### config.mk
export PLATFORM = sky130hd
export DESIGN_NAME = mcrd_ctrl
export DESIGN_NICKNAME = d
export VERILOG_FILES = /design/src/rtl/mcrd_pkg.sv /design/src/rtl/mcrd_fifo.sv /design/src/rtl/mcrd_guest_wr.sv /design/src/rtl/mcrd_ctrl.sv
export SDC_FILE = /design/constraint.sdc
export NUM_CORES = 1
export LEC_CHECK = 0
export BUFFER_PORTS_ARGS = -buffer_cell sky130_fd_sc_hd__buf_2
export CAP_MARGIN = 20
export CORE_ASPECT_RATIO = 1.25
export CORE_MARGIN = 2
export CORE_UTILIZATION = 60
export CTS_CLUSTER_DIAMETER = 60
export DETAILED_ROUTE_END_ITERATION = 8
export GPL_ROUTABILITY_DRIVEN = 0
export PLACE_DENSITY = 0.86
export SLEW_MARGIN = 20
export SYNTH_ARGS = -nofsm -noshare
export SYNTH_HDL_FRONTEND = slang
export SYNTH_SLANG_ARGS = --single-unit
### constraint.sdc
create_clock -name CORE_CLK -period 15.6 [get_ports CORE_CLK]
set_input_delay 2.34 -clock CORE_CLK [delete_from_list [all_inputs] [get_ports CORE_CLK]]
set_output_delay 2.34 -clock CORE_CLK [all_outputs]
set_load 0.03 [all_outputs]
### src/rtl/mcrd_pkg.sv
// Package: shared constants for the code-read DMA control block.
// ----------------------------------------------------------------
// ----------------------------------------------------------------
package mcrd_pkg;
   // Register byte offsets.
   localparam logic [7:0] ADDR_BASE = 8'h30;
   localparam logic [7:0] ADDR_CTRL = 8'h34;
   localparam logic [7:0] ADDR_PTR = 8'h38;
   localparam logic [7:0] ADDR_STAT = 8'h3C;
   // Control and status register fields.
   localparam int B_TIMEOUT = 30;
   localparam int B_EMPTY = 29;
   localparam int B_FLUSH = 28;
   localparam int F_GUEST_LO = 20;
   localparam int F_GREG_LO = 16;
   localparam int F_SIZE_LO = 12;
   localparam int F_STEP_LO = 8;
   localparam int B_RDEN = 7;
   localparam int F_THR_LO = 1;
   localparam int B_AUTO = 0;
   localparam int B_REPIRQ = 28;
   // Reset values.
   localparam logic [2:0] SIZE_RST = 3'h3;
   localparam logic [2:0] STEP_RST = 3'h1;
   localparam logic [2:0] THR_RST = 3'h6;
   localparam logic [29:0] BASE_RST = 30'h3FFFFFFF;
   // 8 kbyte is 2048 DWORDs, so codes 0 to 5 scale as 2^(11+code); codes 6 and 7 read as code 3.
   localparam int DW_8K_LOG2 = 11;
   localparam int TIMEOUT_CLKS = 64;
   localparam logic [1:0] RESP_OKAY = 2'h0;
   localparam logic [1:0] RESP_SLVERR = 2'h2;
   typedef enum logic [1:0] {
      GW_IDLE = 2'b00,
      GW_WAIT = 2'b01,
      GW_DONE = 2'b10
   } mcrd_gw_t;
endpackage

### src/rtl/mcrd_fifo.sv
// Code FIFO holding DWORDs between host reads and guest writes.
`timescale 1ns/1ps
`default_nettype none
module mcrd_fifo #(
   parameter int DEPTH_LOG2 = 3
) (
   // Clock and reset.
   input wire logic clk,
   input wire logic rst,
   input wire logic flush,
   // Fill side.
   input wire logic in_valid,
   output logic in_ready,
   input wire logic [31:0] in_data,
   // Drain side.
   output logic out_valid,
   input wire logic out_ready,
   output logic [31:0] out_data,
   output logic [DEPTH_LOG2:0] level
);
   logic [31:0] mem [2**DEPTH_LOG2];
   logic [DEPTH_LOG2:0] wr_ff;
   logic [DEPTH_LOG2:0] rd_ff;
   logic push;
   logic pop;

   assign level = wr_ff - rd_ff;
   assign in_ready = !flush && (level != (DEPTH_LOG2+1)'(1 << DEPTH_LOG2));
   assign out_valid = !flush && (level != '0);
   assign out_data = mem[rd_ff[DEPTH_LOG2-1:0]];
   assign push = in_valid && in_ready;
   assign pop = out_valid && out_ready;

   // While flushed, the pointers are held equal so contents are lost.
   always_ff @(posedge clk or posedge rst) begin
      if (rst) begin
         wr_ff <= '0;
         rd_ff <= '0;
      end else if (flush) begin
         wr_ff <= '0;
         rd_ff <= '0;
      end else begin
         if (push) begin
            wr_ff <= wr_ff + 1'b1;
         end
         if (pop) begin
            rd_ff <= rd_ff + 1'b1;
         end
      end
   end

   always_ff @(posedge clk) begin
      if (push) begin
         mem[wr_ff[DEPTH_LOG2-1:0]] <= in_data;
      end
   end
endmodule // mcrd_fifo
`default_nettype wire

### src/rtl/mcrd_guest_wr.sv
// Guest-bus code-write cycle engine with timeout detection.
`timescale 1ns/1ps
`default_nettype none
module mcrd_guest_wr #(
   parameter int TIMEOUT = 64
) (
   // Clock and reset.
   input wire logic clk,
   input wire logic rst,
   // Word from the FIFO.
   input wire logic in_valid,
   output logic in_ready,
   input wire logic [31:0] in_data,
   // Guest bus.
   output logic gw_req,
   output logic [31:0] gw_data,
   input wire logic gw_done,
   // One-cycle pulse when a write cycle overruns.
   output logic timeout_pulse
);
   mcrd_pkg::mcrd_gw_t state_ff;
   logic [7:0] cnt_ff;

   assign in_ready = (state_ff == mcrd_pkg::GW_IDLE);
   assign gw_req = (state_ff == mcrd_pkg::GW_WAIT);
   assign timeout_pulse = gw_req && !gw_done && (cnt_ff == 8'(TIMEOUT));

   always_ff @(posedge clk or posedge rst) begin
      if (rst) begin
         state_ff <= mcrd_pkg::GW_IDLE;
         cnt_ff <= 8'h00;
         gw_data <= 32'h0;
      end else begin
         case (state_ff)
            mcrd_pkg::GW_IDLE: begin
               cnt_ff <= 8'h00;
               if (in_valid) begin
                  gw_data <= in_data;
                  state_ff <= mcrd_pkg::GW_WAIT;
               end
            end
            mcrd_pkg::GW_WAIT: begin
               // The counter saturates after the flag so one cycle reports once.
               if (cnt_ff <= 8'(TIMEOUT)) begin
                  cnt_ff <= cnt_ff + 8'h01;
               end
               if (gw_done) begin
                  state_ff <= mcrd_pkg::GW_DONE;
               end
            end
            mcrd_pkg::GW_DONE: begin
               state_ff <= mcrd_pkg::GW_IDLE;
            end
            default: begin
               state_ff <= mcrd_pkg::GW_IDLE;
            end
         endcase
      end
   end
endmodule // mcrd_guest_wr
`default_nettype wire

### src/rtl/mcrd_ctrl.sv
// Code-read DMA control: registers, host read requests, FIFO and guest writes.
//
// Implementation choice: the AXI4-Lite interface to the registers.
`timescale 1ns/1ps
`default_nettype none
module mcrd_ctrl #(
   parameter int FIFO_LOG2 = 3
) (
   // Clock and reset.
   input wire logic CORE_CLK,
   input wire logic RST,
   // AXI4-Lite write address and data.
   input wire logic AWVALID,
   output logic AWREADY,
   input wire logic [7:0] AWADDR,
   input wire logic WVALID,
   output logic WREADY,
   input wire logic [31:0] WDATA,
   input wire logic [3:0] WSTRB,
   // AXI4-Lite write response.
   output logic BVALID,
   input wire logic BREADY,
   output logic [1:0] BRESP,
   // AXI4-Lite read.
   input wire logic ARVALID,
   output logic ARREADY,
   input wire logic [7:0] ARADDR,
   output logic RVALID,
   input wire logic RREADY,
   output logic [31:0] RDATA,
   output logic [1:0] RRESP,
   // Host memory read port, one DWORD per handshake.
   output logic HOST_RD_REQ,
   output logic [31:0] HOST_RD_ADDR,
   input wire logic HOST_RD_VALID,
   input wire logic [31:0] HOST_RD_DATA,
   // Guest code-write port.
   output logic GUEST_WR_REQ,
   output logic [2:0] GUEST_SEL,
   output logic [2:0] GUEST_REG,
   output logic [31:0] GUEST_WR_DATA,
   input wire logic GUEST_WR_DONE
);
   // ----------------------------------------------------------------
   // Register state
   // ----------------------------------------------------------------
   logic [29:0] base_ff;
   logic [15:0] ptr_ff;
   logic timeout_ff;
   logic flush_ff;
   logic [2:0] guest_ff;
   logic [2:0] greg_ff;
   logic [2:0] size_ff;
   logic [2:0] step_ff;
   logic rden_ff;
   logic [2:0] thr_ff;
   logic auto_ff;
   logic repirq_ff;
   logic stopped_ff;
   logic [7:0] awaddr_ff;
   logic [31:0] wdata_ff;
   logic [3:0] wstrb_ff;
   logic aw_ff;
   logic w_ff;
   logic [31:0] nxt_rdata;
   logic [1:0] nxt_rresp;

   // ----------------------------------------------------------------
   // Helpers
   // ----------------------------------------------------------------
   // Buffer length in DWORDs for a size code.
   function automatic logic [17:0] size_dw(input logic [2:0] code);
      logic [2:0] c;
      c = (code > 3'h5) ? mcrd_pkg::SIZE_RST : code;
      return 18'(1) << (mcrd_pkg::DW_8K_LOG2 + int'(c));
   endfunction

   logic [17:0] buf_dw;
   logic [17:0] step_dw;
   logic [17:0] ptr_next;
   logic at_end;
   logic fifo_in_ready;
   logic fifo_empty;
   logic [FIFO_LOG2:0] fifo_level;
   logic fifo_out_valid;
   logic fifo_out_ready;
   logic [31:0] fifo_out_data;
   logic timeout_pulse;
   logic wr_fire;
   logic ctrl_wr;
   logic clr_timeout;
   logic clr_rep;
   logic rep_pass;
   logic take;

   logic base_wr;
   logic ptr_wr;
   logic stat_wr;

   // One compare for every register strobe.
   function automatic logic reg_hit(input logic [7:0] addr, input logic [7:0] target);
      logic hit;
      hit = (addr == target);
      return hit;
   endfunction

   // 256 kbyte is 65536 DWORDs, so the end
   // test needs 17 bits.
   assign buf_dw = size_dw(size_ff);
   assign step_dw = size_dw(step_ff);
   assign ptr_next = {2'b00, ptr_ff} + 18'h1;
   assign at_end = (ptr_next >= buf_dw);
   // Empty follows the level, so it also
   // reads one once the guest drains.
   assign fifo_empty = (fifo_level == '0);

   // ----------------------------------------------------------------
   // AXI4-Lite slave
   // ----------------------------------------------------------------
   assign AWREADY = !aw_ff && !BVALID;
   assign WREADY = !w_ff && !BVALID;
   // One write and one read in flight;
   // the answer waits for both halves.
   assign ARREADY = !RVALID;
   assign wr_fire = aw_ff && w_ff && !BVALID;
   // Register strobes.
   assign ctrl_wr = wr_fire && reg_hit(awaddr_ff, mcrd_pkg::ADDR_CTRL);
   assign base_wr = wr_fire && reg_hit(awaddr_ff, mcrd_pkg::ADDR_BASE);
   assign ptr_wr = wr_fire && reg_hit(awaddr_ff, mcrd_pkg::ADDR_PTR);
   assign stat_wr = wr_fire && reg_hit(awaddr_ff, mcrd_pkg::ADDR_STAT);

   always_ff @(posedge CORE_CLK or posedge RST) begin
      if (RST) begin
         aw_ff <= 1'b0;
         w_ff <= 1'b0;
         awaddr_ff <= 8'h00;
         wdata_ff <= 32'h0;
         wstrb_ff <= 4'h0;
         BVALID <= 1'b0;
         BRESP <= mcrd_pkg::RESP_OKAY;
      end else begin
         if (AWVALID && AWREADY) begin
            aw_ff <= 1'b1;
            awaddr_ff <= {AWADDR[7:2], 2'b00};
         end
         if (WVALID && WREADY) begin
            w_ff <= 1'b1;
            wdata_ff <= WDATA;
            wstrb_ff <= WSTRB;
         end
         if (wr_fire) begin
            aw_ff <= 1'b0;
            w_ff <= 1'b0;
            BVALID <= 1'b1;
            case (awaddr_ff)
               mcrd_pkg::ADDR_BASE, mcrd_pkg::ADDR_CTRL,
               mcrd_pkg::ADDR_PTR, mcrd_pkg::ADDR_STAT: BRESP <= mcrd_pkg::RESP_OKAY;
               default: BRESP <= mcrd_pkg::RESP_SLVERR;
            endcase
         end else if (BVALID && BREADY) begin
            BVALID <= 1'b0;
         end
      end
   end

   // Decoded at the handshake and then held,
   // so later state changes leave it alone.
   always_comb begin
      nxt_rdata = 32'h0;
      nxt_rresp = mcrd_pkg::RESP_OKAY;
      case ({ARADDR[7:2], 2'b00})
         mcrd_pkg::ADDR_BASE: nxt_rdata = {base_ff, 2'b00};
         mcrd_pkg::ADDR_CTRL: begin
            nxt_rdata[mcrd_pkg::B_TIMEOUT] = timeout_ff;
            nxt_rdata[mcrd_pkg::B_EMPTY] = fifo_empty;
            nxt_rdata[mcrd_pkg::B_FLUSH] = flush_ff;
            nxt_rdata[mcrd_pkg::F_GUEST_LO +: 3] = guest_ff;
            nxt_rdata[mcrd_pkg::F_GREG_LO +: 3] = greg_ff;
            nxt_rdata[mcrd_pkg::F_SIZE_LO +: 3] = size_ff;
            nxt_rdata[mcrd_pkg::F_STEP_LO +: 3] = step_ff;
            nxt_rdata[mcrd_pkg::B_RDEN] = rden_ff;
            nxt_rdata[mcrd_pkg::F_THR_LO +: 3] = thr_ff;
            nxt_rdata[mcrd_pkg::B_AUTO] = auto_ff;
         end
         mcrd_pkg::ADDR_PTR: nxt_rdata[15:0] = ptr_ff;
         mcrd_pkg::ADDR_STAT: nxt_rdata[mcrd_pkg::B_REPIRQ] = repirq_ff;
         default: nxt_rresp = mcrd_pkg::RESP_SLVERR;
      endcase
   end

   always_ff @(posedge CORE_CLK or posedge RST) begin
      if (RST) begin
         RVALID <= 1'b0;
         RDATA <= 32'h0;
         RRESP <= mcrd_pkg::RESP_OKAY;
      end else if (ARVALID && ARREADY) begin
         RVALID <= 1'b1;
         RDATA <= nxt_rdata;
         RRESP <= nxt_rresp;
      end else if (RVALID && RREADY) begin
         // Stands until taken.
         RVALID <= 1'b0;
      end
   end

   // ----------------------------------------------------------------
   // Configuration registers
   // ----------------------------------------------------------------
   // Each control byte lane owns its fields, so a
   // partial write leaves the others alone; base writes ignore the strobes.
   always_ff @(posedge CORE_CLK or posedge RST) begin
      if (RST) begin
         flush_ff <= 1'b1;
         guest_ff <= 3'h0;
         greg_ff <= 3'h0;
         size_ff <= mcrd_pkg::SIZE_RST;
         step_ff <= mcrd_pkg::STEP_RST;
         rden_ff <= 1'b0;
         thr_ff <= mcrd_pkg::THR_RST;
         auto_ff <= 1'b0;
      end else if (ctrl_wr) begin
         if (wstrb_ff[3]) begin
            flush_ff <= wdata_ff[mcrd_pkg::B_FLUSH];
         end
         if (wstrb_ff[2]) begin
            guest_ff <= wdata_ff[mcrd_pkg::F_GUEST_LO +: 3];
            greg_ff <= wdata_ff[mcrd_pkg::F_GREG_LO +: 3];
         end
         if (wstrb_ff[1]) begin
            size_ff <= wdata_ff[mcrd_pkg::F_SIZE_LO +: 3];
            step_ff <= wdata_ff[mcrd_pkg::F_STEP_LO +: 3];
         end
         if (wstrb_ff[0]) begin
            rden_ff <= wdata_ff[mcrd_pkg::B_RDEN];
            thr_ff <= wdata_ff[mcrd_pkg::F_THR_LO +: 3];
            auto_ff <= wdata_ff[mcrd_pkg::B_AUTO];
         end
      end
   end

   always_ff @(posedge CORE_CLK or posedge RST) begin
      if (RST) begin
         base_ff <= mcrd_pkg::BASE_RST;
      end else if (base_wr) begin
         base_ff <= wdata_ff[31:2];
      end
   end

   // ----------------------------------------------------------------
   // Sticky flags
   // ----------------------------------------------------------------
   assign clr_timeout = ctrl_wr && wstrb_ff[3] && wdata_ff[mcrd_pkg::B_TIMEOUT];
   assign clr_rep = stat_wr && wstrb_ff[3] && wdata_ff[mcrd_pkg::B_REPIRQ];

   // Set is tested first: a timeout in the
   // cycle of a clearing write stays seen.
   always_ff @(posedge CORE_CLK or posedge RST) begin
      if (RST) begin
         timeout_ff <= 1'b0;
      end else if (timeout_pulse) begin
         timeout_ff <= 1'b1;
      end else if (clr_timeout) begin
         timeout_ff <= 1'b0;
      end
   end

   // Same priority for the report flag.
   always_ff @(posedge CORE_CLK or posedge RST) begin
      if (RST) begin
         repirq_ff <= 1'b0;
      end else if (rep_pass) begin
         repirq_ff <= 1'b1;
      end else if (clr_rep) begin
         repirq_ff <= 1'b0;
      end
   end

   // ----------------------------------------------------------------
   // Code-read DMA
   // ----------------------------------------------------------------
   // The level threshold and in_ready keep the FIFO from overflowing under requests.
   assign HOST_RD_REQ = rden_ff && !stopped_ff && !flush_ff && fifo_in_ready
      && (fifo_level < (FIFO_LOG2+1)'(thr_ff));
   assign HOST_RD_ADDR = {base_ff + 30'(ptr_ff), 2'b00};
   // A stray valid without request is ignored.
   assign take = HOST_RD_VALID && HOST_RD_REQ;
   assign rep_pass = take && ((ptr_next & (step_dw - 18'h1)) == 18'h0);

   // Pointer writes count only while reading
   // is off, so it never jumps mid-transfer.
   // Without wrap, the end parks reading
   // until software clears RDEN or moves the pointer.
   always_ff @(posedge CORE_CLK or posedge RST) begin
      if (RST) begin
         ptr_ff <= 16'h0;
         stopped_ff <= 1'b0;
      end else if (ptr_wr && !rden_ff) begin
         ptr_ff <= wdata_ff[15:0];
         stopped_ff <= 1'b0;
      end else if (take) begin
         if (at_end) begin
            ptr_ff <= 16'h0;
            stopped_ff <= !auto_ff;
         end else begin
            ptr_ff <= ptr_next[15:0];
         end
      end else if (ctrl_wr && wstrb_ff[0] && !wdata_ff[mcrd_pkg::B_RDEN]) begin
         stopped_ff <= 1'b0;
      end
   end

   // ----------------------------------------------------------------
   // Code FIFO and guest writes
   // ----------------------------------------------------------------
   // Flush holds the FIFO pointers together, so only a word
   // already taken by the write engine still reaches the guest.
   mcrd_fifo #(.DEPTH_LOG2(FIFO_LOG2)) u_fifo (
      .clk(CORE_CLK),
      .rst(RST),
      .flush(flush_ff),
      .in_valid(take),
      .in_ready(fifo_in_ready),
      .in_data(HOST_RD_DATA),
      .out_valid(fifo_out_valid),
      .out_ready(fifo_out_ready),
      .out_data(fifo_out_data),
      .level(fifo_level)
   );

   mcrd_guest_wr #(.TIMEOUT(mcrd_pkg::TIMEOUT_CLKS)) u_gw (
      .clk(CORE_CLK),
      .rst(RST),
      .in_valid(fifo_out_valid),
      .in_ready(fifo_out_ready),
      .in_data(fifo_out_data),
      .gw_req(GUEST_WR_REQ),
      .gw_data(GUEST_WR_DATA),
      .gw_done(GUEST_WR_DONE),
      .timeout_pulse(timeout_pulse)
   );


   // A select change applies at once, even to
   // a code-write cycle already in progress.
   assign GUEST_SEL = guest_ff;
   assign GUEST_REG = greg_ff;
endmodule // mcrd_ctrl
`default_nettype wire

==> results.md <==
- Status: complete, no violations
- Peak VDD IR: 143.5 uV
- WP data required: 13.26 ns
- RSZ-0062 raised after global routing: no
- Root Buffer: clkbuf_16
- Die Height: 209.2 um
- Util after Layout: 0.6878
- Clock slew at reported path FFs: 0.06 ns
- Min-delay src: RDATA[16]
- Reg2Reg Launch Point: u_fifo.rd_ff[1]
- R2R setup slack: 11.09 ns
- Total gr overflow: 0
- PortBufs: 197
- Slew @ Worst Pin: 1.140 ns
- Syn avg cell area: 14.14 sq um
- Synthesized netlist cell count: 1429
- Detailed-route wire length per cell: 23.82 um
- Vias: 13070
- CTS tree: built
- Final worst slack: 9.196 ns
- Setup TNS: 0 ns
- Post-CTS Setup Inserts: 0
- Placed Instances: 1993
- # DRC: 0
- Post-CTS sizing: 0
- Power Total: 4.453 mW
- Largest net degree at the start of global routing: 112
- Hold crit path type: register to register
- Layout Skew: 0.02033 ns
- Fin Hold WS: 0.4787 ns
- Clock sink count: 453
- CTS Buf Count: 44
- Cell variety after synth: 82
- Setup CP Type: register to output pin
- H-tree levels: 2
- Routed Antenna Nets: 0
- Final hold vios: 0
- Register area share after synthesis: 0.6267
- First-pass GRT wire length: 76600 um
- Synthesized flop and latch total: 453
- Initial Util: 0.6048
- Post-DP HPWL: 30500 um
- Die X: 168.1 um
- P_leak: 9.201 nW
- Drt via density: 6.293
- Area Overhead vs Synth: 13.72%
- CP arrival: 4.06 ns
- Syn. warnings: 0
- Asr flop ratio synth: 0.4349
- Post-Place Cell Area: 21560 sq um
- GRT Resource Usage Total: 0.2850
- Layout cells sized above 1: 0.3053
- Crit. End Element: output pin
- Site row count: 75
- Layout Cells excl Fill: 2076
- Primary FF master, synth: edfxtp_1
- Buffer depth of the longest clock path: 3
- Fin crit share: 0.4105
- Endpoint, Worst Hold: RDATA[16]
- Critical path launch point type: register
- Slew Limit Fails: 0
- TritonRoute pass-1 iters: 5
- Worst relative slew slack: 0.2400
- Hold-fix buffers, CTS: 0
- Syn Std Cell Area: 20200 sq um
- Pre-CTS setup slack: 9.861 ns
- EDFF count, synth: 256
- Area of the core: 33410 sq um
- Routed WL: 49450 um
- Hold depth: 2
- Boundary Pins: 206
- Initial drt markers: 1057
- Cell area after layout: 22980 sq um
- Worst Path Max Fanout: 8
- Min cycle time layout: 6.404 ns
- Vias in the first global route: 13720
- RR Endpoint: u_fifo.mem[4][27]
- R2R depth: 9
- F_max: 0.1562 GHz
- Nets: 1753
- Power per cell area: 193.8 nW/um^2
- Max-cap violation count: 0
- Setup violators final: 0
- Clk Latency, worst-skew pair: 0.56 ns
- Die Area: 35170 sq um
- Initial antenna violation count: 5
[per-layer routing]
layer  global-route usage  share of wire  vias to the layer above  routed length (um)
met3              0.06061          0.077                      145                3793
met2               0.5000           0.51                      619               25460
met5                    0        0.00083                        -                  41
met4               0.1344          0.046                        8                2278
met1               0.3365           0.36                     6552               17880
li1                     -              -                     5741                   -
[layout make-up]
class,count,area (sq um)
inverters,34,135.1
clock buffers,55,1172
repair buffers,215,1125
well taps,423,529.3
fillers,2190,10430
clock inverters,26,236.5
flip-flops and latches,453,12670
diodes,2,5.005
multi-input cells,868,7106
[cell usage after synthesis, types with 5 or more instances]
master	number	area, sq um
edfxtp_1	256	7687
dfrtp_1	161	4029
nand2_1	154	578.1
mux2_2	89	1002
nor2_1	85	319.1
mux4_2	64	1441
o21ai_0	53	265.3
clkbuf_1	43	161.4
ha_1	42	525.5
a31oi_1	38	237.7
dfstp_2	36	945.9
inv_1	33	123.9
xnor2_1	26	227.7
nand3_1	23	115.1
a21oi_1	22	110.1
buf_2	22	110.1
xor2_1	21	183.9
a22o_1	19	166.4
mux2i_1	19	190.2
a21o_1	14	105.1
nor2b_1	13	81.33
nor3_1	13	65.06
and2_1	12	75.07
a221o_1	11	110.1
buf_4	11	82.58
nor4_1	11	68.82
and3_1	10	62.56
nand2b_1	8	50.05
nand4_1	8	50.05
a22oi_1	7	52.55
o41ai_1	7	61.31
o21a_1	6	45.04
o31ai_1	6	45.04
or3_1	5	31.28
[worst max-delay path, cell delays in order, from the launching register on]
cell and delay, ns:
dfrtp_1 0.50, ha_1 0.25, inv_1 0.06, fa_1 0.40, nor2b_1 0.19, o211ai_1 0.14
a211o_1 0.36, a211oi_1 0.86, o21ai_0 0.22, xnor2_1 0.28, buf_2 0.25
[how the worst max path moves through the flow]
stage          slack (ns)  depth (start not counted)        from               end
2_1_floorplan        7.95                          1         RST          BRESP[1]
3_3_place_gp         9.93                         10  base_ff[0]  HOST_RD_ADDR[28]
3_5_place_dp         9.86                         10   ptr_ff[0]  HOST_RD_ADDR[28]
4_1_cts              9.26                         10   ptr_ff[0]  HOST_RD_ADDR[28]
5_1_grt              9.01                         10   ptr_ff[0]  HOST_RD_ADDR[28]
6_report             9.20                         10   ptr_ff[0]  HOST_RD_ADDR[28]
[state kept, by name (all words and copies together) (netlist names), 4 cells and up]
register	flops
ptr_ff	16
awaddr_ff	6
base_ff	30
wdata_ff	32
u_fifo.wr_ff	4
u_gw.gw_data	32
wstrb_ff	4
u_fifo.mem	256
u_gw.cnt_ff	8
RDATA	32
u_fifo.rd_ff	4
[kinds of logic (layout without fill, tap and decap cells)]
group,Yosys count,count (layout),synth area share
other,2,9,0.0003717
and+or+nand+nor,368,368,0.08664
muxes,176,176,0.1326
buffers and inverters,113,330,0.02514
adders and majority gates,44,44,0.02799
xor gates and xnor gates,47,47,0.02037
DFF,453,453,0.6267
AOI/OAI and AO/OA,226,226,0.08020
[placed cells by master (no fill, tap or decap), drive strengths merged, types with 5 or more instances in the layout]
master   instances
buf            215
a21o            14
clkinv          19
o21ai           56
nand2b           8
or3              6
clkbuf          55
o41ai            9
mux4            64
nor2            85
and3            10
nor4            11
a22o            19
o31ai            6
a221o           11
xnor2           26
dfrtp          161
a21oi           23
xor2            21
edfxtp         256
ha              42
inv             37
and2            12
conb             7
nand2          154
mux2            93
nor3            14
o21a             6
nand4           10
nor2b           13
a22oi            7
dfstp           36
mux2i           19
nand3           24
a31oi           38
a2111oi          5
[where the power goes]
part | switching (mW) | internal [mW] | leakage, nW
logic | 0.995 | 0.658 | 3.84
registers | 0.261 | 1.50 | 4.67
clock network | 0.451 | 0.587 | 0.691
No activity file was read; power rests on OpenSTA's default activity.
